File: config.mk
export PLATFORM = sky130hd
export DESIGN_NAME = eel_phy_dev_flat
export DESIGN_NICKNAME = d
export VERILOG_FILES = /design/src/common/eel_pkg.sv /design/src/common/eel_mii_if.sv /design/src/verilog/eel_phy_dev.sv /design/src/flat_wrapper.sv
export VERILOG_INCLUDE_DIRS = /design/src /design/src/common
export SDC_FILE = /design/constraint.sdc
export NUM_CORES = 1
export LEC_CHECK = 0
export ABC_AREA = 0
export BUFFER_PORTS_ARGS = -buffer_cell sky130_fd_sc_hd__buf_4
export CAP_MARGIN = 20
export CORE_MARGIN = 2
export CORE_UTILIZATION = 60
export DETAILED_ROUTE_END_ITERATION = 8
export PLACE_DENSITY = 0.89
export SLEW_MARGIN = 20
export SYNTH_ARGS = -nofsm -noshare
export SYNTH_HDL_FRONTEND = slang
export SYNTH_SLANG_ARGS = --single-unit
File: constraint.sdc
create_clock -name pclk -period 2.6 [get_ports pclk]
set_input_delay 0.13 -clock pclk [delete_from_list [all_inputs] [get_ports pclk]]
set_output_delay 0.13 -clock pclk [all_outputs]
set_load 0.01 [all_outputs]
File: src/common/eel_defines.svh
`ifndef EEL_DEFINES_SVH
`define EEL_DEFINES_SVH

// timing
`define EEL_CLK_MHZ           50
`define EEL_MII_HALF          4
`define EEL_RXC_STOP_PERIODS  9
`define EEL_WAKE_US           30
`define EEL_REFRESH_US        200
`define EEL_REFRESH_PERIOD_US 20000
`define EEL_NLP_US            16000
`define EEL_REFRESH_CYC       (`EEL_REFRESH_US * `EEL_CLK_MHZ)
`define EEL_QUIET_CYC         ((`EEL_REFRESH_PERIOD_US - `EEL_REFRESH_US) * `EEL_CLK_MHZ)
`define EEL_NLP_CYC           (`EEL_NLP_US * `EEL_CLK_MHZ)
`define EEL_RXC_LOST_CYC      16

// management devices and registers
`define EEL_DEV_STD           5'h00
`define EEL_DEV_PMA           5'h01
`define EEL_DEV_PCS           5'h03
`define EEL_DEV_AN            5'h07
`define EEL_DEV_VEND          5'h1C
`define EEL_REG_STD_CTRL      6'h00
`define EEL_REG_AFE4          6'h13
`define EEL_REG_PMA_CTRL      6'h00
`define EEL_REG_PMA_STAT      6'h01
`define EEL_REG_PCS_CTRL      6'h00
`define EEL_REG_ADV           6'h3C
`define EEL_REG_PARTNER       6'h3D
`define EEL_REG_VEND4         6'h04

// fields and reset values
`define EEL_BIT_AN_RESTART    9
`define EEL_BIT_CLK_STOP      10
`define EEL_BIT_ADV_100       1
`define EEL_BIT_AFE_TE        4
`define EEL_BIT_VEND_TE       13
`define EEL_BIT_RX_LPI        8
`define EEL_BIT_TX_LPI        9
`define EEL_PCS_CTRL_RST      16'h0400
`define EEL_VEND4_RST         16'h2000
`define EEL_LPI_NIBBLE        4'h1

// host apb map
`define EEL_A_CTRL            8'h00
`define EEL_A_STATUS          8'h04
`define EEL_A_INT_STAT        8'h08
`define EEL_A_INT_MASK        8'h0C
`define EEL_A_MGMT_CMD        8'h10
`define EEL_A_MGMT_WDATA      8'h14
`define EEL_A_MGMT_RDATA      8'h18
`define EEL_INT_RX_ENTER      0
`define EEL_INT_RX_EXIT       1
`define EEL_INT_MGMT_DONE     2

`endif

File: src/common/eel_pkg.sv
package eel_pkg;
    typedef enum logic [1:0]
    {
        EEL_RX_NORM = 2'b00,
        EEL_RX_LPI  = 2'b01,
        EEL_RX_STOP = 2'b10,
        EEL_RX_WAKE = 2'b11
    } eel_rx_state_t;

    typedef enum logic [1:0]
    {
        EEL_TX_ACTIVE  = 2'b00,
        EEL_TX_REFRESH = 2'b01,
        EEL_TX_QUIET   = 2'b10
    } eel_tx_state_t;
endpackage

File: src/common/eel_mii_if.sv
`timescale 1ns/1ps
`default_nettype none
interface eel_mii_if;
    logic        txc;
    logic        txen;
    logic        txer;
    logic [3:0]  txd;
    logic        rxc;
    logic        rxdv;
    logic        rxer;
    logic [3:0]  rxd;
    logic        mgmt_req;
    logic        mgmt_we;
    logic [4:0]  mgmt_dev;
    logic [5:0]  mgmt_reg;
    logic [15:0] mgmt_wdata;
    logic [15:0] mgmt_rdata;
    logic        mgmt_ack;

    modport phy (output txc, rxc, rxdv, rxer, rxd, mgmt_rdata, mgmt_ack,
                 input txen, txer, txd, mgmt_req, mgmt_we, mgmt_dev, mgmt_reg, mgmt_wdata);
    modport mac (input txc, rxc, rxdv, rxer, rxd, mgmt_rdata, mgmt_ack,
                 output txen, txer, txd, mgmt_req, mgmt_we, mgmt_dev, mgmt_reg, mgmt_wdata);
endinterface
`default_nettype wire

File: src/verilog/eel_phy_dev.sv
`timescale 1ns/1ps
`default_nettype none
`include "eel_defines.svh"
module eel_phy_dev #(
    parameter int QUIET_CYC   = `EEL_QUIET_CYC,
    parameter int REFRESH_CYC = `EEL_REFRESH_CYC,
    parameter int NLP_CYC     = `EEL_NLP_CYC
) (
    // system
    input  wire logic        pclk,
    input  wire logic        presetn,
    input  wire logic        ce,
    // mii and management
    eel_mii_if.phy           mii,
    // line receive
    input  wire logic        line_rx_sleep,
    input  wire logic        line_rx_dv,
    input  wire logic [3:0]  line_rx_nibble,
    input  wire logic        line_link_100,
    input  wire logic [15:0] line_partner_adv,
    // line transmit
    output logic             line_tx_en,
    output logic [3:0]       line_tx_nibble,
    output logic             line_refresh,
    output logic             line_nlp,
    output logic             line_swing_low,
    // status
    output logic             an_restart,
    output logic             eee_enabled,
    output logic             tx_lpi,
    output logic             rx_lpi
);
    // input synchronisers
    logic [29:0] in_raw;
    logic [29:0] sync1_r;
    logic [29:0] sync2_r;
    assign in_raw = {line_partner_adv, line_link_100, line_rx_sleep, line_rx_dv, line_rx_nibble,
                     mii.mgmt_req, mii.txen, mii.txer, mii.txd};
    always_ff @(posedge pclk or negedge presetn)
        if (!presetn)
        begin
            sync1_r <= 30'h0;
            sync2_r <= 30'h0;
        end
        else if (ce)
        begin
            sync1_r <= in_raw;
            sync2_r <= sync1_r;
        end

    wire [3:0]  txd_s     = sync2_r[3:0];
    wire        txer_s    = sync2_r[4];
    wire        txen_s    = sync2_r[5];
    wire        req_s     = sync2_r[6];
    wire [3:0]  rxnib_s   = sync2_r[10:7];
    wire        rxdv_s    = sync2_r[11];
    wire        sleep_s   = sync2_r[12];
    wire        link100_s = sync2_r[13];
    wire [15:0] partner_s = sync2_r[29:14];

    // mii clock divider
    logic [2:0] div_r;
    logic       clk_r;
    logic       rxc_r;
    wire        half_done = (div_r == 3'(`EEL_MII_HALF - 1));
    wire        fall_tick = ce & half_done & clk_r;
    always_ff @(posedge pclk or negedge presetn)
        if (!presetn)
        begin
            div_r <= 3'h0;
            clk_r <= 1'b0;
        end
        else if (ce)
        begin
            div_r <= half_done ? 3'h0 : div_r + 3'h1;
            if (half_done)
                clk_r <= ~clk_r;
        end
    assign mii.txc = clk_r;

    // management registers
    logic [15:0] std_ctrl_r, afe4_r, pma_ctrl_r, pcs_ctrl_r, adv_r, vend4_r;
    logic [15:0] rdata_r;
    logic        ack_r, an_restart_r, eee_en_r;
    wire [4:0]   m_dev  = mii.mgmt_dev;
    wire [5:0]   m_reg  = mii.mgmt_reg;
    wire         m_take = req_s & ~ack_r;
    wire         m_wr   = m_take & mii.mgmt_we;
    wire         hit_std  = (m_dev == `EEL_DEV_STD)  && (m_reg == `EEL_REG_STD_CTRL);
    wire         hit_afe  = (m_dev == `EEL_DEV_STD)  && (m_reg == `EEL_REG_AFE4);
    wire         hit_pmac = (m_dev == `EEL_DEV_PMA)  && (m_reg == `EEL_REG_PMA_CTRL);
    wire         hit_pmas = (m_dev == `EEL_DEV_PMA)  && (m_reg == `EEL_REG_PMA_STAT);
    wire         hit_pcs  = (m_dev == `EEL_DEV_PCS)  && (m_reg == `EEL_REG_PCS_CTRL);
    wire         hit_adv  = (m_dev == `EEL_DEV_AN)   && (m_reg == `EEL_REG_ADV);
    wire         hit_part = (m_dev == `EEL_DEV_AN)   && (m_reg == `EEL_REG_PARTNER);
    wire         hit_vend = (m_dev == `EEL_DEV_VEND) && (m_reg == `EEL_REG_VEND4);
    logic [15:0] pma_stat_w;
    logic        rx_lpi_r, tx_lpi_r;
    always_comb
    begin
        pma_stat_w = 16'h0;
        pma_stat_w[`EEL_BIT_RX_LPI] = rx_lpi_r;
        pma_stat_w[`EEL_BIT_TX_LPI] = tx_lpi_r;
    end
    wire [15:0]  rd_mux = hit_std  ? std_ctrl_r :
                          hit_afe  ? afe4_r :
                          hit_pmac ? pma_ctrl_r :
                          hit_pmas ? pma_stat_w :
                          hit_pcs  ? pcs_ctrl_r :
                          hit_adv  ? adv_r :
                          hit_part ? partner_s :
                          hit_vend ? vend4_r : 16'h0;
    wire         restart_w = m_wr & hit_std & mii.mgmt_wdata[`EEL_BIT_AN_RESTART];
    wire         clk_stop_en = pcs_ctrl_r[`EEL_BIT_CLK_STOP];

    always_ff @(posedge pclk or negedge presetn)
        if (!presetn)
        begin
            std_ctrl_r   <= 16'h0;
            afe4_r       <= 16'h0;
            pma_ctrl_r   <= 16'h0;
            pcs_ctrl_r   <= `EEL_PCS_CTRL_RST;
            adv_r        <= 16'h0;
            vend4_r      <= `EEL_VEND4_RST;
            rdata_r      <= 16'h0;
            ack_r        <= 1'b0;
            an_restart_r <= 1'b0;
            eee_en_r     <= 1'b0;
        end
        else if (ce)
        begin
            an_restart_r <= restart_w;
            if (an_restart_r)
                eee_en_r <= adv_r[`EEL_BIT_ADV_100] & partner_s[`EEL_BIT_ADV_100];
            if (m_take)
            begin
                ack_r   <= 1'b1;
                rdata_r <= rd_mux;
            end
            else if (!req_s)
                ack_r <= 1'b0;
            if (m_wr)
            begin
                if (hit_std)
                    std_ctrl_r <= mii.mgmt_wdata & ~(16'h1 << `EEL_BIT_AN_RESTART);
                if (hit_afe)
                    afe4_r <= mii.mgmt_wdata;
                if (hit_pmac)
                    pma_ctrl_r <= mii.mgmt_wdata;
                if (hit_pcs)
                    pcs_ctrl_r <= mii.mgmt_wdata;
                if (hit_adv)
                    adv_r <= mii.mgmt_wdata;
                if (hit_vend)
                    vend4_r <= mii.mgmt_wdata;
            end
        end
    assign mii.mgmt_ack   = ack_r;
    assign mii.mgmt_rdata = rdata_r;

    // receive low-power idle, paced by the mii clock
    eel_pkg::eel_rx_state_t rx_state_r;
    logic [3:0] rx_cnt_r;
    logic       rxdv_r, rxer_r;
    logic [3:0] rxd_r;
    always_ff @(posedge pclk or negedge presetn)
        if (!presetn)
        begin
            rx_state_r <= eel_pkg::EEL_RX_NORM;
            rx_cnt_r   <= 4'h0;
            rxdv_r     <= 1'b0;
            rxer_r     <= 1'b0;
            rxd_r      <= 4'h0;
        end
        else if (fall_tick)
        begin
            case (rx_state_r)
                eel_pkg::EEL_RX_NORM:
                    if (sleep_s)
                    begin
                        rx_state_r <= eel_pkg::EEL_RX_LPI;
                        rx_cnt_r   <= 4'h0;
                        rxdv_r     <= 1'b0;
                        rxer_r     <= 1'b1;
                        rxd_r      <= `EEL_LPI_NIBBLE;
                    end
                    else
                    begin
                        rxdv_r <= rxdv_s;
                        rxer_r <= 1'b0;
                        rxd_r  <= rxnib_s;
                    end
                eel_pkg::EEL_RX_LPI:
                    if (!sleep_s)
                    begin
                        rx_state_r <= eel_pkg::EEL_RX_NORM;
                        rxdv_r     <= rxdv_s;
                        rxer_r     <= 1'b0;
                        rxd_r      <= rxnib_s;
                    end
                    else if (rx_cnt_r != 4'(`EEL_RXC_STOP_PERIODS - 1))
                        rx_cnt_r <= rx_cnt_r + 4'h1;
                    else if (clk_stop_en)
                        rx_state_r <= eel_pkg::EEL_RX_STOP;
                eel_pkg::EEL_RX_STOP:
                    if (!sleep_s)
                        rx_state_r <= eel_pkg::EEL_RX_WAKE;
                    else if (!clk_stop_en)
                        rx_state_r <= eel_pkg::EEL_RX_LPI;
                eel_pkg::EEL_RX_WAKE:
                begin
                    rx_state_r <= eel_pkg::EEL_RX_NORM;
                    rxdv_r     <= rxdv_s;
                    rxer_r     <= 1'b0;
                    rxd_r      <= rxnib_s;
                end
                default:
                    rx_state_r <= eel_pkg::EEL_RX_NORM;
            endcase
        end

    // receive clock, held low while stopped
    always_ff @(posedge pclk or negedge presetn)
        if (!presetn)
            rxc_r <= 1'b0;
        else if (ce & half_done)
            rxc_r <= ~clk_r & (rx_state_r != eel_pkg::EEL_RX_STOP);
    assign mii.rxc  = rxc_r;
    assign mii.rxdv = rxdv_r;
    assign mii.rxer = rxer_r;
    assign mii.rxd  = rxd_r;

    // transmit low-power idle and refresh timing
    eel_pkg::eel_tx_state_t tx_state_r;
    logic [20:0] tmr_r, nlp_tmr_r;
    logic        tx_en_r, refresh_r, nlp_r;
    logic [3:0]  tx_nib_r;
    wire         lpi_pat = ~txen_s & txer_s & (txd_s == `EEL_LPI_NIBBLE);
    always_ff @(posedge pclk or negedge presetn)
        if (!presetn)
        begin
            tx_state_r <= eel_pkg::EEL_TX_ACTIVE;
            tmr_r      <= 21'h0;
            tx_lpi_r   <= 1'b0;
            rx_lpi_r   <= 1'b0;
            tx_en_r    <= 1'b0;
            tx_nib_r   <= 4'h0;
            refresh_r  <= 1'b0;
        end
        else if (ce)
        begin
            tx_lpi_r <= lpi_pat;
            rx_lpi_r <= (rx_state_r != eel_pkg::EEL_RX_NORM);
            tx_en_r  <= txen_s & ~lpi_pat;
            tx_nib_r <= lpi_pat ? 4'h0 : txd_s;
            tmr_r    <= tmr_r + 21'h1;
            case (tx_state_r)
                eel_pkg::EEL_TX_ACTIVE:
                begin
                    tmr_r <= 21'h0;
                    if (lpi_pat)
                    begin
                        tx_state_r <= eel_pkg::EEL_TX_REFRESH;
                        refresh_r  <= 1'b1;
                    end
                end
                eel_pkg::EEL_TX_REFRESH:
                    if (!lpi_pat)
                    begin
                        tx_state_r <= eel_pkg::EEL_TX_ACTIVE;
                        refresh_r  <= 1'b0;
                    end
                    else if (tmr_r == 21'(REFRESH_CYC - 1))
                    begin
                        tx_state_r <= eel_pkg::EEL_TX_QUIET;
                        refresh_r  <= 1'b0;
                        tmr_r      <= 21'h0;
                    end
                eel_pkg::EEL_TX_QUIET:
                    if (!lpi_pat)
                        tx_state_r <= eel_pkg::EEL_TX_ACTIVE;
                    else if (tmr_r == 21'(QUIET_CYC - 1))
                    begin
                        tx_state_r <= eel_pkg::EEL_TX_REFRESH;
                        refresh_r  <= 1'b1;
                        tmr_r      <= 21'h0;
                    end
                default:
                    tx_state_r <= eel_pkg::EEL_TX_ACTIVE;
            endcase
        end

    // link pulses in plain 10 Mbps idle
    wire nlp_due = (nlp_tmr_r == 21'(NLP_CYC - 1));
    always_ff @(posedge pclk or negedge presetn)
        if (!presetn)
        begin
            nlp_tmr_r <= 21'h0;
            nlp_r     <= 1'b0;
        end
        else if (ce)
        begin
            nlp_r <= 1'b0;
            if (link100_s || tx_en_r)
                nlp_tmr_r <= 21'h0;
            else
            begin
                nlp_tmr_r <= nlp_due ? 21'h0 : nlp_tmr_r + 21'h1;
                nlp_r     <= nlp_due;
            end
        end

    assign line_tx_en     = tx_en_r;
    assign line_tx_nibble = tx_nib_r;
    assign line_refresh   = refresh_r;
    assign line_nlp       = nlp_r;
    assign line_swing_low = afe4_r[`EEL_BIT_AFE_TE] & ~vend4_r[`EEL_BIT_VEND_TE];
    assign an_restart     = an_restart_r;
    assign eee_enabled    = eee_en_r;
    assign tx_lpi         = tx_lpi_r;
    assign rx_lpi         = rx_lpi_r;
endmodule
`default_nettype wire

File: src/flat_wrapper.sv
// flat-port wrapper written by rule: the top's interface ports become plain ports
module eel_phy_dev_flat 
#(
    parameter int QUIET_CYC   = `EEL_QUIET_CYC,
    parameter int REFRESH_CYC = `EEL_REFRESH_CYC,
    parameter int NLP_CYC     = `EEL_NLP_CYC
)
  (pclk, presetn, ce, line_rx_sleep, line_rx_dv, line_rx_nibble, line_link_100, line_partner_adv, line_tx_en, line_tx_nibble, line_refresh, line_nlp, line_swing_low, an_restart, eee_enabled, tx_lpi, rx_lpi, mii_txc, mii_rxc, mii_rxdv, mii_rxer, mii_rxd, mii_mgmt_rdata, mii_mgmt_ack, mii_txen, mii_txer, mii_txd, mii_mgmt_req, mii_mgmt_we, mii_mgmt_dev, mii_mgmt_reg, mii_mgmt_wdata);
  eel_mii_if mii_i ();
  input  wire logic pclk;
  input  wire logic presetn;
  input  wire logic ce;
  input  wire logic line_rx_sleep;
  input  wire logic line_rx_dv;
  input  wire logic [3:0] line_rx_nibble;
  input  wire logic line_link_100;
  input  wire logic [15:0] line_partner_adv;
  output logic line_tx_en;
  output logic [3:0] line_tx_nibble;
  output logic line_refresh;
  output logic line_nlp;
  output logic line_swing_low;
  output logic an_restart;
  output logic eee_enabled;
  output logic tx_lpi;
  output logic rx_lpi;
  output wire logic [$bits(mii_i.txc)-1:0] mii_txc;
  output wire logic [$bits(mii_i.rxc)-1:0] mii_rxc;
  output wire logic [$bits(mii_i.rxdv)-1:0] mii_rxdv;
  output wire logic [$bits(mii_i.rxer)-1:0] mii_rxer;
  output wire logic [$bits(mii_i.rxd)-1:0] mii_rxd;
  output wire logic [$bits(mii_i.mgmt_rdata)-1:0] mii_mgmt_rdata;
  output wire logic [$bits(mii_i.mgmt_ack)-1:0] mii_mgmt_ack;
  input wire logic [$bits(mii_i.txen)-1:0] mii_txen;
  input wire logic [$bits(mii_i.txer)-1:0] mii_txer;
  input wire logic [$bits(mii_i.txd)-1:0] mii_txd;
  input wire logic [$bits(mii_i.mgmt_req)-1:0] mii_mgmt_req;
  input wire logic [$bits(mii_i.mgmt_we)-1:0] mii_mgmt_we;
  input wire logic [$bits(mii_i.mgmt_dev)-1:0] mii_mgmt_dev;
  input wire logic [$bits(mii_i.mgmt_reg)-1:0] mii_mgmt_reg;
  input wire logic [$bits(mii_i.mgmt_wdata)-1:0] mii_mgmt_wdata;
  assign mii_txc = mii_i.txc;
  assign mii_rxc = mii_i.rxc;
  assign mii_rxdv = mii_i.rxdv;
  assign mii_rxer = mii_i.rxer;
  assign mii_rxd = mii_i.rxd;
  assign mii_mgmt_rdata = mii_i.mgmt_rdata;
  assign mii_mgmt_ack = mii_i.mgmt_ack;
  assign mii_i.txen = mii_txen;
  assign mii_i.txer = mii_txer;
  assign mii_i.txd = mii_txd;
  assign mii_i.mgmt_req = mii_mgmt_req;
  assign mii_i.mgmt_we = mii_mgmt_we;
  assign mii_i.mgmt_dev = mii_mgmt_dev;
  assign mii_i.mgmt_reg = mii_mgmt_reg;
  assign mii_i.mgmt_wdata = mii_mgmt_wdata;
  eel_phy_dev #(.QUIET_CYC(QUIET_CYC), .REFRESH_CYC(REFRESH_CYC), .NLP_CYC(NLP_CYC)) u_core (.pclk(pclk), .presetn(presetn), .ce(ce), .mii(mii_i), .line_rx_sleep(line_rx_sleep), .line_rx_dv(line_rx_dv), .line_rx_nibble(line_rx_nibble), .line_link_100(line_link_100), .line_partner_adv(line_partner_adv), .line_tx_en(line_tx_en), .line_tx_nibble(line_tx_nibble), .line_refresh(line_refresh), .line_nlp(line_nlp), .line_swing_low(line_swing_low), .an_restart(an_restart), .eee_enabled(eee_enabled), .tx_lpi(tx_lpi), .rx_lpi(rx_lpi));
endmodule
# == Word-level counts from Yosys, hierarchy flattened ==
# Cells that the tools add are included.
# totals
input_bits,61
wordCells,168
register_bits,244
output_inout_bits,37
# classes
eq_ne,34
n_mux,52
bitwise_logic,17
reduce_logical,32
n_addsub,4
# ops
operator,count
$mux 16,8
$mux 21,6
$pmux 21 s3,1
$add 21x1->21 const B,2
$eq 21x20->1 const B,2
$mux 4,6
$mux 2,11
$eq 21x14->1 const B,1
$reduce_and 3->1,7
$ne 3x3->1 const B,5
$and 1x1->1,12
$eq 6x6->1 const B,2
$mux 1,12
$ne 2x1->1 const B,6
$pmux 4 s3,1
$reduce_and 5->1,2
$pmux 1 s3,3
$logic_and 1x1->1,8
$pmux 2 s4,1
$pmux 4 s2,1
$reduce_and 2->1,4
$eq 2x2->1 const B,3
$eq 6x1->1 const B,1
$eq 6x3->1 const B,1
other kinds (23),33

# == Depth between registers and ports, before layout ==
# Gate-level depths: netlist of the first run.
# depth
word_depth,10
ltp_mapped,8
depth_no_buf,7

# == Worst setup path before layout of the first run ==
# Ideal clock, no wire load.
# synth_path
path_kind,input to register
startpoint,input mii_mgmt_dev[2]
endpoint,register u_core.pma_ctrl_r[10]
stages,7
setup_ns,0.125
path_slack_ns,0.497
arrival_time_ns,1.978
required_ns,2.475
path_cell_list,or4_4 nor4_4 nand3b_1 or3_1 buf_6 buf_6 mux2_4
# synth_via
elab_chain_len,3
# synth_rtl
element,line_no,rtl
"start, declared",flat_wrapper.sv:39,input wire logic [$bits(mii_i.mgmt_dev)-1:0] mii_mgmt_dev;
$eq 5x1->1 (no line),n/a,
$logic_and 1x1->1,eel_phy_dev.sv:91,wire hit_pmac = (m_dev == `EEL_DEV_PMA) && (m_reg == `EEL_REG_PMA_CTRL);
$reduce_and 3->1 (no line),n/a,
"end signal, assigned",eel_phy_dev.sv:149,pma_ctrl_r <= mii.mgmt_wdata;
"end, declared",eel_phy_dev.sv:82,"logic [15:0] std_ctrl_r, afe4_r, pma_ctrl_r, pcs_ctrl_r, adv_r, vend4_r;"
# Every way passes these cells.
# A chain may end at the register's enable or synchronous reset.

# == Worst setup path in the final report of the first run ==
# layout_path
startpoint,register u_core.nlp_tmr_r[0]
endpoint,register u_core.nlp_tmr_r[12]
# layout_via
elab_chain_len,3
# layout_rtl
element,line_no,rtl
"start, declared",eel_phy_dev.sv:235,"logic [20:0] tmr_r, nlp_tmr_r;"
"start signal, assigned",eel_phy_dev.sv:308,nlp_tmr_r <= nlp_due ? 21'h0 : nlp_tmr_r + 21'h1;
$add 21x1->21 or $eq 21x20->1 (tied branches),"eel_phy_dev.sv:308, eel_phy_dev.sv:294",
$mux 21 (*),eel_phy_dev.sv:308,
$mux 21 (*),eel_phy_dev.sv:304,if (link100_s || tx_en_r)
# Every way passes the cells marked *; elsewhere a longest branch is shown, timed or not.

==> impl_results.md, run 1 <==
- Crit path buffers/inverters: 2
- Rel. slew slack: 37.5%
- Fraction of layout cells with a size suffix above 1: 31.9%
- Fraction of registers with async set/reset: 100%
- Final Cycle Share: 88.0%
- Max Clk Rate: 0.437 GHz
- Dominant cells by area after synthesis: dfrtp_1 54%, mux2_2 16%, nand2_1 2.4%
- Dominant cell type by area after synthesis: dfrtp_1
- Synth Register Bits: 244
- Max rail drop VDD: 0.523 mV
- Cells on worst reg2reg path: 7
- DR vias: 8426
- H-Tree Level Count: 1
- Largest net degree at the start of global routing: 90
- Most common cell after layout, fill and taps aside: dfrtp_1
- # setup viols final: 0
- CP Cell Sequence: ha_1 > inv_1 > or3_1 > o21ai_1 > buf_4 > o21ai_0 > a22o_1
- # Max-Cap Violations: 0
- Status: complete, no violations
- Port bufs: 97
- Commonest non-fill, non-tap cells in the layout: 242 x dfrtp_1, 165 x mux2_2, 120 x buf_4
- Worst Path Arrival: 2.71 ns
- Cts bufs inserted: 26
- Mapped Nets: 1015
- Worst setup path class: register to register
- Pwr dens: 702 nW/um2
- Clock Sinks: 244
- Yosys cell types: 66
- Setup crit start: u_core.nlp_tmr_r[0]
- Top delay family on crit path: compound AO/OA/AOI/OAI gates
- Post-CTS Hold Buffers: 47
- Clk pin slew, worst setup/hold paths: 0.06 ns
- CTS tree: built
- Crit Reg-Reg Startpoint: u_core.nlp_tmr_r[0]
- Routability Congestion: 0.879
- Multi-input logic area: 4870 um2
- Filler cell count: 1152
- Synthesized area per cell: 11.9 um2
- Setup WS pre-CTS: 0.307 ns
- Fin worst setup slack: 0.311 ns
- First-pass GRT wire length: 45900 um
- Total iterations of the first detailed-routing run: 5
- Synth Instances: 945
- Unrepaired setup endpoints after global routing: false
- Leakage Power: 6.34 nW
- Initial DRC Count: 615
- DIE WIDTH: 141 um
- Setup crit end kind: register
- Clock root buffer: clkbuf_16
- Post CTS Setup Buffer Count: 0
- Slew Viols, Final: 0
- Die area: 19900 um2
- Clock skew: 0.00985 ns
- Number of synthesized flops with an enable pin: 0
- Min cycle time layout: 2.29 ns
- I/O pin cnt: 98
- Post-synthesis sequential area ratio: 54.2%
- Grt ovf: 0
- Clk_lat worst skew: 0.53 ns
- Final wirelength: 27700 um
- Total GRT Usage: 28.9%
- Worst-path maximum fanout: 11
- Total power: 9.64 mW
- Initial core utilization: 60.7%
- Synth-to-Final Area Change: 21.7%
- Clock buffer depth: 3
- CP startpoint kind: register
- Min-Delay Path Class: primary input to register
- Post-Layout Cell Count: 1352
- Final HPWL DP: 17100 um
- Placement row count: 50
- Dominant synthesized flop cell: dfrtp_1
- CP required: 3.02 ns
- Vias in the first global route: 8824
- Slew @ Worst Pin: 0.935 ns
- Via density: 6.23
- Die height: 141 um
- Placed insts: 1257
- Hold depth: 3
- Antenna diodes: 0
- Yosys warnings: 0
- CP peak stage delay: 0.53 ns
- Antenna Nets Post-Route: 0
- Number of remaining DRC errors: 0
- Core area: 18600 um2
- Mapped cell area: 11300 um2
- Nets: 1168
- Initial antenna violation count: 0
- Register area: 6110 um2
- Critical path depth in cells: 7
- Yosys top cell area share: 53.7%
- Final Hold Fails: 0
- HP Start: mii_mgmt_dev[1]
- TNS Setup: 0 ns
- Slowest cell on crit path: or3_1
- PostCTS Resize Cnt: 0
- Wire length per cell: 20.5 um
[through the flow]
stage	area (um2)	hold WS, ns	util (%)
2_1_floorplan	11300	-0.166	-
3_3_place_gp	12400	0.189	66.5
3_5_place_dp	12400	0.187	66.5
4_1_cts	13700	0.126	73.8
5_1_grt	13700	0.163	73.8
6_report	13700	0.152	73.8
[final timing paths]
check | endpoint | slack [ns]
max | u_core.nlp_tmr_r[12] | 0.31
min | u_core.mii.mgmt_rdata[9] | 0.15
max reg2reg | u_core.nlp_tmr_r[12] | 0.31
min reg2reg | u_core.mii.rxd[0] | 0.48
max in group asynchronous | u_core.pcs_ctrl_r[10] | 1.50
min in group asynchronous | u_core.nlp_tmr_r[6] | 0.17
[cell families (layout without fill, tap and decap cells)]
logic type / after synthesis / in the layout / synth area share, %
and+or+nand+nor: 249 / 249 / 12.0
AOI/OAI and AO/OA: 164 / 164 / 9.93
adders and majority gates: 9 / 9 / 0.999
DFF: 244 / 244 / 54.2
buffers and inverters: 74 / 247 / 2.63
muxes: 184 / 184 / 18.6
xor gates and xnor gates: 21 / 21 / 1.63
[Yosys cell counts, types with 3 or more instances]
cell type and number:
a21o_1 9, a21oi_1 25, a221oi_1 15, a22o_1 4
a31oi_1 19, a32o_1 7, and2_1 14, and3_1 11
and4_1 3, buf_1 5, buf_2 3, clkbuf_1 36
dfrtp_1 242, ha_1 9, inv_1 28, mux2_2 165
mux2_4 10, mux2i_1 9, nand2_1 73, nand2b_1 4
nand3_1 16, nand3b_1 4, nand4_1 10, nor2_1 38
nor2b_1 9, nor3_1 17, nor3b_1 7, nor4_1 9
o211ai_1 3, o21ai_0 37, o22ai_1 10, o2bb2ai_1 6
o31a_1 3, o31ai_1 4, o32ai_1 3, o41ai_1 9
or3_1 9, or4_1 3, xnor2_1 15, xor2_1 6
[sequential cells by signal (all words and copies together) (netlist names), 16 cells and up]
name and count:
u_core.sync2_r 30, u_core.pcs_ctrl_r 16, u_core.vend4_r 16, u_core.adv_r 16, u_core.sync1_r 30, u_core.afe4_r 16
u_core.tmr_r 21, u_core.nlp_tmr_r 21, u_core.pma_ctrl_r 16, u_core.mii.mgmt_rdata 16
[tightest hold or removal path: cells and delay by family]
family | cells | cell delay [ns]
AO/OA/AOI/OAI | 2 | 0.28
buffers and inverters | 1 | 0.22
[layout make-up]
type / count / area share, %
well taps: 234 / 2.13
clock buffers: 45 / 6.37
inverters: 28 / 0.766
repair buffers: 171 / 10.5
multi-input cells: 627 / 35.5
clock inverters: 3 / 0.137
flip-flops and latches: 244 / 44.5
[per-layer routing]
| layer | vias to the layer above | GRT usage (%) | part of all wire [%] |
|---|---|---|---|
| met4 | 0 | 11.3 | 3.6 |
| met1 | 4231 | 37.4 | 40 |
| met5 | - | 0 | 0 |
| met2 | 353 | 49.3 | 51 |
| met3 | 78 | 4.48 | 6.1 |
| li1 | 3764 | - | - |
[report_power, final]
group,internal [mW],switching [mW],leakage (nW)
Sequential,4.14,0.268,3.19
Clock,2.27,1.51,0.444
Combinational,0.717,0.733,2.70
Total,7.12,2.51,6.34
(Power assumes the default switching activity.)
==> inputs of run 2 (changes only) <==
--- a/config.mk
+++ b/config.mk
@@ -9,10 +9,12 @@
 export ABC_AREA = 0
 export BUFFER_PORTS_ARGS = -buffer_cell sky130_fd_sc_hd__buf_4
 export CAP_MARGIN = 20
+export CORE_ASPECT_RATIO = 0.9
 export CORE_MARGIN = 2
 export CORE_UTILIZATION = 60
 export DETAILED_ROUTE_END_ITERATION = 8
 export PLACE_DENSITY = 0.89
+export SETUP_SLACK_MARGIN = 0.5
 export SLEW_MARGIN = 20
 export SYNTH_ARGS = -nofsm -noshare
 export SYNTH_HDL_FRONTEND = slang
==> run 2 against run 1 <==
Net effect:
- sequential share of layout area decreased by 0.12 points
- design area grew 0.26%
- total power decreased by 2.3%
- clock power fell by 6.3%
- first-iteration DRC count rose by 19%
- critical endpoint is now u_core.nlp_tmr_r[6]
- largest cell class unchanged
==> impl_results.md, run 2 (synthesis results as in run 1) <==
- Initial antenna violation count: 0
- Rel. slew slack: 53.9%
- TNS Setup: 0 ns
- Most Crowded Layer GR: met2
- Antenna diodes: 0
- Max rail drop VDD: 0.693 mV
- Worst Path Arrival: 2.45 ns
- Most common cell after layout, fill and taps aside: dfrtp_1
- Total GRT Usage: 28.3%
- H-Tree Level Count: 1
- CTS tree: built
- Reg2Reg Setup Slack: 0.54 ns
- Leakage Power: 6.34 nW
- Worst setup path class: register to register
- Initial DRC Count: 729
- Status: complete, no violations
- CP startpoint kind: register
- Pwr dens: 685 nW/um2
- Grt ovf: 0
- Via density: 6.26
- Slew Viols, Final: 0
- Cells on worst reg2reg path: 6
- CP required: 2.99 ns
- Vias in the first global route: 8691
- Die area: 19900 um2
- Total power: 9.42 mW
- Wire length per cell: 20.6 um
- Final wirelength: 28100 um
- Max Clk Rate: 0.484 GHz
- Final instance area: 13800 um2
- Core area: 18400 um2
- Worst setup path endpoint: u_core.nlp_tmr_r[6]
- Placed Instance Area: 12400 um2
- Cts bufs inserted: 25
- Initial core utilization: 61.2%
- Reg-to-Reg End: u_core.nlp_tmr_r[6]
- First-pass GRT wire length: 44800 um
- Commonest non-fill, non-tap cells in the layout: 242 x dfrtp_1, 165 x mux2_2, 122 x buf_4
- Final Cycle Share: 79.4%
- Top flop regs: u_core.sync1_r x30, u_core.sync2_r x30
- Antenna Nets Post-Route: 0
- Placed insts: 1270
- Clock root buffer: clkbuf_16
- Fraction of layout cells with a size suffix above 1: 32.6%
- Worst-path maximum fanout: 15
- Largest net degree at the start of global routing: 87
- Number of remaining DRC errors: 0
- Slew @ Worst Pin: 0.692 ns
- M3 GR Usage: 5.24%
- Routability Congestion: 0.885
- Crit Reg-Reg Startpoint: u_core.nlp_tmr_r[15]
- Unrepaired setup endpoints after global routing: false
- # setup viols final: 0
- Min cycle time layout: 2.06 ns
- Met2 Usage GRT: 47.2%
- Final HPWL DP: 17000 um
- DIE WIDTH: 148 um
- Clock Sinks: 244
- Port bufs: 97
- Clk pin slew, worst setup/hold paths: 0.07 ns
- Total iterations of the first detailed-routing run: 5
- Global-route track usage on met1: 37.1%
- Clock skew: 0.0110 ns
- # Max-Cap Violations: 0
- Fin worst setup slack: 0.535 ns
- Min-Delay Path Class: primary input to register
- Nets: 1174
- Setup crit end kind: register
- Clk_lat worst skew: 0.53 ns
- Final Hold Fails: 0
- Post-Layout Cell Count: 1367
- Setup crit start: u_core.nlp_tmr_r[15]
- Placement row count: 47
- Setup WS pre-CTS: 0.278 ns
- I/O pin cnt: 98
- Clock buffer depth: 3
- Synth-to-Final Area Change: 22.0%
- DR vias: 8564
- Die height: 134 um
## run 2: final cells by class
type                       instances  area (um2)
clock buffer                      36         727
clock inverter                     9        78.8
fill                            1108        4650
inverter                          28         105
multi-input combinational        627        4890
sequential                       244        6110
tap                              245         307
timing repair buffer             178        1530
## run 2: worst min-delay path by stage
stage | cells past startpoint | endpoint | from | slack, ns
2_1_floorplan | 0 | u_core.adv_r[0] | presetn | -0.17
3_3_place_gp | 1 | u_core.tmr_r[0] | presetn | 0.19
3_5_place_dp | 1 | u_core.tmr_r[0] | presetn | 0.19
4_1_cts | 4 | u_core.mii.mgmt_rdata[9] | mii_mgmt_reg[2] | 0.18
5_1_grt | 4 | u_core.mii.mgmt_rdata[9] | mii_mgmt_reg[2] | 0.20
6_report | 4 | u_core.mii.mgmt_rdata[9] | mii_mgmt_dev[2] | 0.20
## run 2: worst max-delay path, stage by stage, from the launching register on
cell,delay [ns]
dfrtp_1,0.44
nor4_1,0.33
nand4b_1,0.33
o21ai_2,0.24
buf_6,0.18
and2_1,0.26
o21ai_0,0.15
## run 2: metal layers
layer | share of wire, % | up-vias
li1 | - | 3772
met1 | 41 | 4343
met2 | 48 | 359
met3 | 6.6 | 90
met4 | 3.6 | 0
met5 | 0 | -
## run 2: timing repair
item                                   in CTS  in global routing
endpoints found under the hold margin     210                  0
setup buffers                               0                  4
hold buffers                               48                  0
resized for setup                           1                  7
pin swaps                                   0                  1
setup endpoints to repair                   4                 32
## run 2: stage by stage
step | util [%] | hold slack, ns
after detailed placement | 67.4 | 0.189
after global routing | 74.7 | 0.201
after global placement | 67.4 | 0.185
after floorplan | - | -0.166
final | 74.7 | 0.198
after CTS | 74.4 | 0.179
## run 2: where the power goes
| group | total, mW | switching (mW) | internal, mW |
|---|---|---|---|
| Clock | 3.54 | 1.50 | 2.04 |
| Combinational | 1.46 | 0.728 | 0.729 |
| Sequential | 4.42 | 0.278 | 4.14 |
==> inputs of run 3 (changes only) <==
==> constraint.sdc (replaced) <==
create_clock -name pclk -period 1.9 [get_ports pclk]
set_input_delay 0.095 -clock pclk [delete_from_list [all_inputs] [get_ports pclk]]
set_output_delay 0.095 -clock pclk [all_outputs]
set_load 0.01 [all_outputs]
==> run 3 against run 2 <==
Net effect:
- the run now ends with setup timing left
- fmax decreased by 10%
- combinational power grew 120%
- via count grew 25%
- critical endpoint is now u_core.nlp_tmr_r[18]
- critical path type unchanged
- first-iteration DRC count is 100% higher
- largest cell class is now multi-input gates
- cell count rose by 8.0%
- die area unchanged
- global-route usage increased by 9.6 points
- largest power group unchanged
==> impl_results.md, run 3 (synthesis results as in run 1) <==
- Sw Ratio: 30.3%
- Register share of total power: 42.1%
- CP Cell Sequence: nand4_1 > buf_4 > nor3_1 > buf_4 > and3_1 > o21ai_0 > a21o_1
- Top delay family on crit path: simple AND/OR/NAND/NOR gates
- P_int: 10.2 mW
- Initial antenna violation count: 3
- Commonest non-fill, non-tap cells in the layout: 241 x dfrtp_1, 181 x buf_4, 95 x mux2_4
- Fin worst setup slack: -0.403 ns
- Clk_lat worst skew: 0.54 ns
- Initial DRC Count: 1461
- Clock network power share: 35.6%
- Crit-path most repeated cell: buf_4
- Port bufs: 97
- Slew @ Worst Pin: 0.663 ns
- Clk pin slew, worst setup/hold paths: 0.07 ns
- HP Start: ce
- Vias in the first global route: 10400
- Combinational share of power: 22.3%
- P_sw: 4.42 mW
- Synth-to-Final Area Change: 44.9%
- Die height: 134 um
- Placement row count: 47
- Clock buffer depth: 3
- CP peak stage delay: 0.47 ns
- Cells on worst reg2reg path: 7
- Wire length per cell: 31.9 um
- Most common cell after layout, fill and taps aside: dfrtp_1
- Min-Delay Path Class: primary input to register
- Setup crit end kind: register
- I/O pin cnt: 98
- Max rail drop VDD: 0.872 mV
- Worst setup path class: register to register
- Slew Viols, Final: 0
- Min cycle time layout: 2.30 ns
- Leakage Power: 7.57 nW
- Antenna Nets Post-Route: 0
- Total iterations of the first detailed-routing run: 7
- # setup viols final: 50
- Number of remaining DRC errors: 0
- Rel. slew slack: 55.5%
- Largest net degree at the start of global routing: 85
- CTS tree: built
- Final Hold Fails: 0
- CP required: 2.32 ns
- Cts bufs inserted: 25
- Nets: 1287
- Die area: 19900 um2
- Crit Reg-Reg Startpoint: u_core.nlp_tmr_r[4]
- Routability Congestion: 0.908
- Unrepaired setup endpoints after global routing: true
- Total GRT Usage: 37.8%
- Reg2Reg Setup Slack: -0.40 ns
- Placed Instance Area: 13200 um2
- Clock skew: 0.0160 ns
- Reg-to-Reg End: u_core.nlp_tmr_r[18]
- Final Cycle Share: 121%
- Failing checks: setup timing
- TNS Setup: -8.91 ns
- Pwr dens: 894 nW/um2
- CP startpoint kind: register
- First-pass GRT wire length: 58200 um
- DIE WIDTH: 148 um
- Clock root buffer: clkbuf_16
- Via density: 7.25
- Fraction of layout cells with a size suffix above 1: 49.6%
- Max Clk Rate: 0.434 GHz
- Status: complete, but fails checks
- Final instance area: 16300 um2
- DR vias: 10700
- Crit path buffers/inverters: 2
- Final hold slack: 0.0280 ns
- # Max-Cap Violations: 0
- Endpoint of the worst hold path: u_core.tmr_r[5]
- Grt ovf: 0
- Hold depth: 3
- Worst Path Arrival: 2.72 ns
- Final HPWL DP: 18600 um
- Total power: 14.6 mW
- Top flop regs: u_core.sync1_r x30, u_core.sync2_r x30
- Slowest cell on crit path: dfrtp_1
- H-Tree Level Count: 1
- Clock Sinks: 244
- Worst-path maximum fanout: 6
- Initial core utilization: 61.2%
- Core area: 18400 um2
- Final wirelength: 47100 um
run 3: worst max-delay path by stage:
| stage | start | endpoint | slack (ns) | cells after the start |
|---|---|---|---|---|
| detailed placement | mii_mgmt_dev[2] | u_core.pma_ctrl_r[13] | -0.20 | 7 |
| global placement | mii_mgmt_dev[2] | u_core.pma_ctrl_r[6] | -0.15 | 7 |
| CTS | u_core.tmr_r[0] | u_core.tmr_r[15] | 0.01 | 8 |
| floorplan | mii_mgmt_dev[2] | u_core.pma_ctrl_r[10] | -0.16 | 7 |
| global route | u_core.nlp_tmr_r[4] | u_core.nlp_tmr_r[7] | -0.45 | 7 |
| finish | u_core.nlp_tmr_r[4] | u_core.nlp_tmr_r[18] | -0.40 | 7 |
run 3: metrics by stage:
stage / std cells / setup slack [ns] / utilization (%)
final: 1477 / -0.403 / 88.7
after global routing: 1476 / -0.445 / 88.7
after CTS: 1452 / 0.0126 / 83.1
after detailed placement: 1322 / -0.200 / 71.6
after global placement: 1322 / -0.146 / 71.6
after floorplan: 945 / -0.164 / -
run 3: tightest hold or removal path, delay by kind of cell:
family,cells,cell delay (ns)
buffers and inverters,2,0.36
AOI/OAI and AO/OA,1,0.07
run 3: what timing repair did:
action,in CTS,in global routing
resized for setup,96,186
buffers inserted,33,24
gates cloned,9,0
setup endpoints to repair,168,174
hold buffers,47,0
pin swaps,25,50
hold endpoints to repair,346,0
run 3: final cells by class:
class	count	area [um2]
fillers	604	2070
diodes	1	2.50
multi-input cells	631	6290
well taps	245	307
clock buffers	38	744
repair buffers	287	2710
clock inverters	3	65.1
flip-flops and latches	244	6110
inverters	28	108
run 3: per-layer routing:
layer | global-route usage (%) | part of all wire (%)
met4 | 21.2 | 9.1
met2 | 62.0 | 45
met5 | 0 | 0.053
met3 | 8.23 | 12
met1 | 47.1 | 34
run 3: power groups by stage:
stage               registers [mW]  clock network [mW]  logic [mW]
global placement              6.08                   0        1.92
CTS                           6.02                4.95        2.52
finish                        6.14                5.20        3.26
global route                  6.16                5.34        3.40
detailed placement            6.10                   0        2.02
floorplan                     6.12                   0       0.951
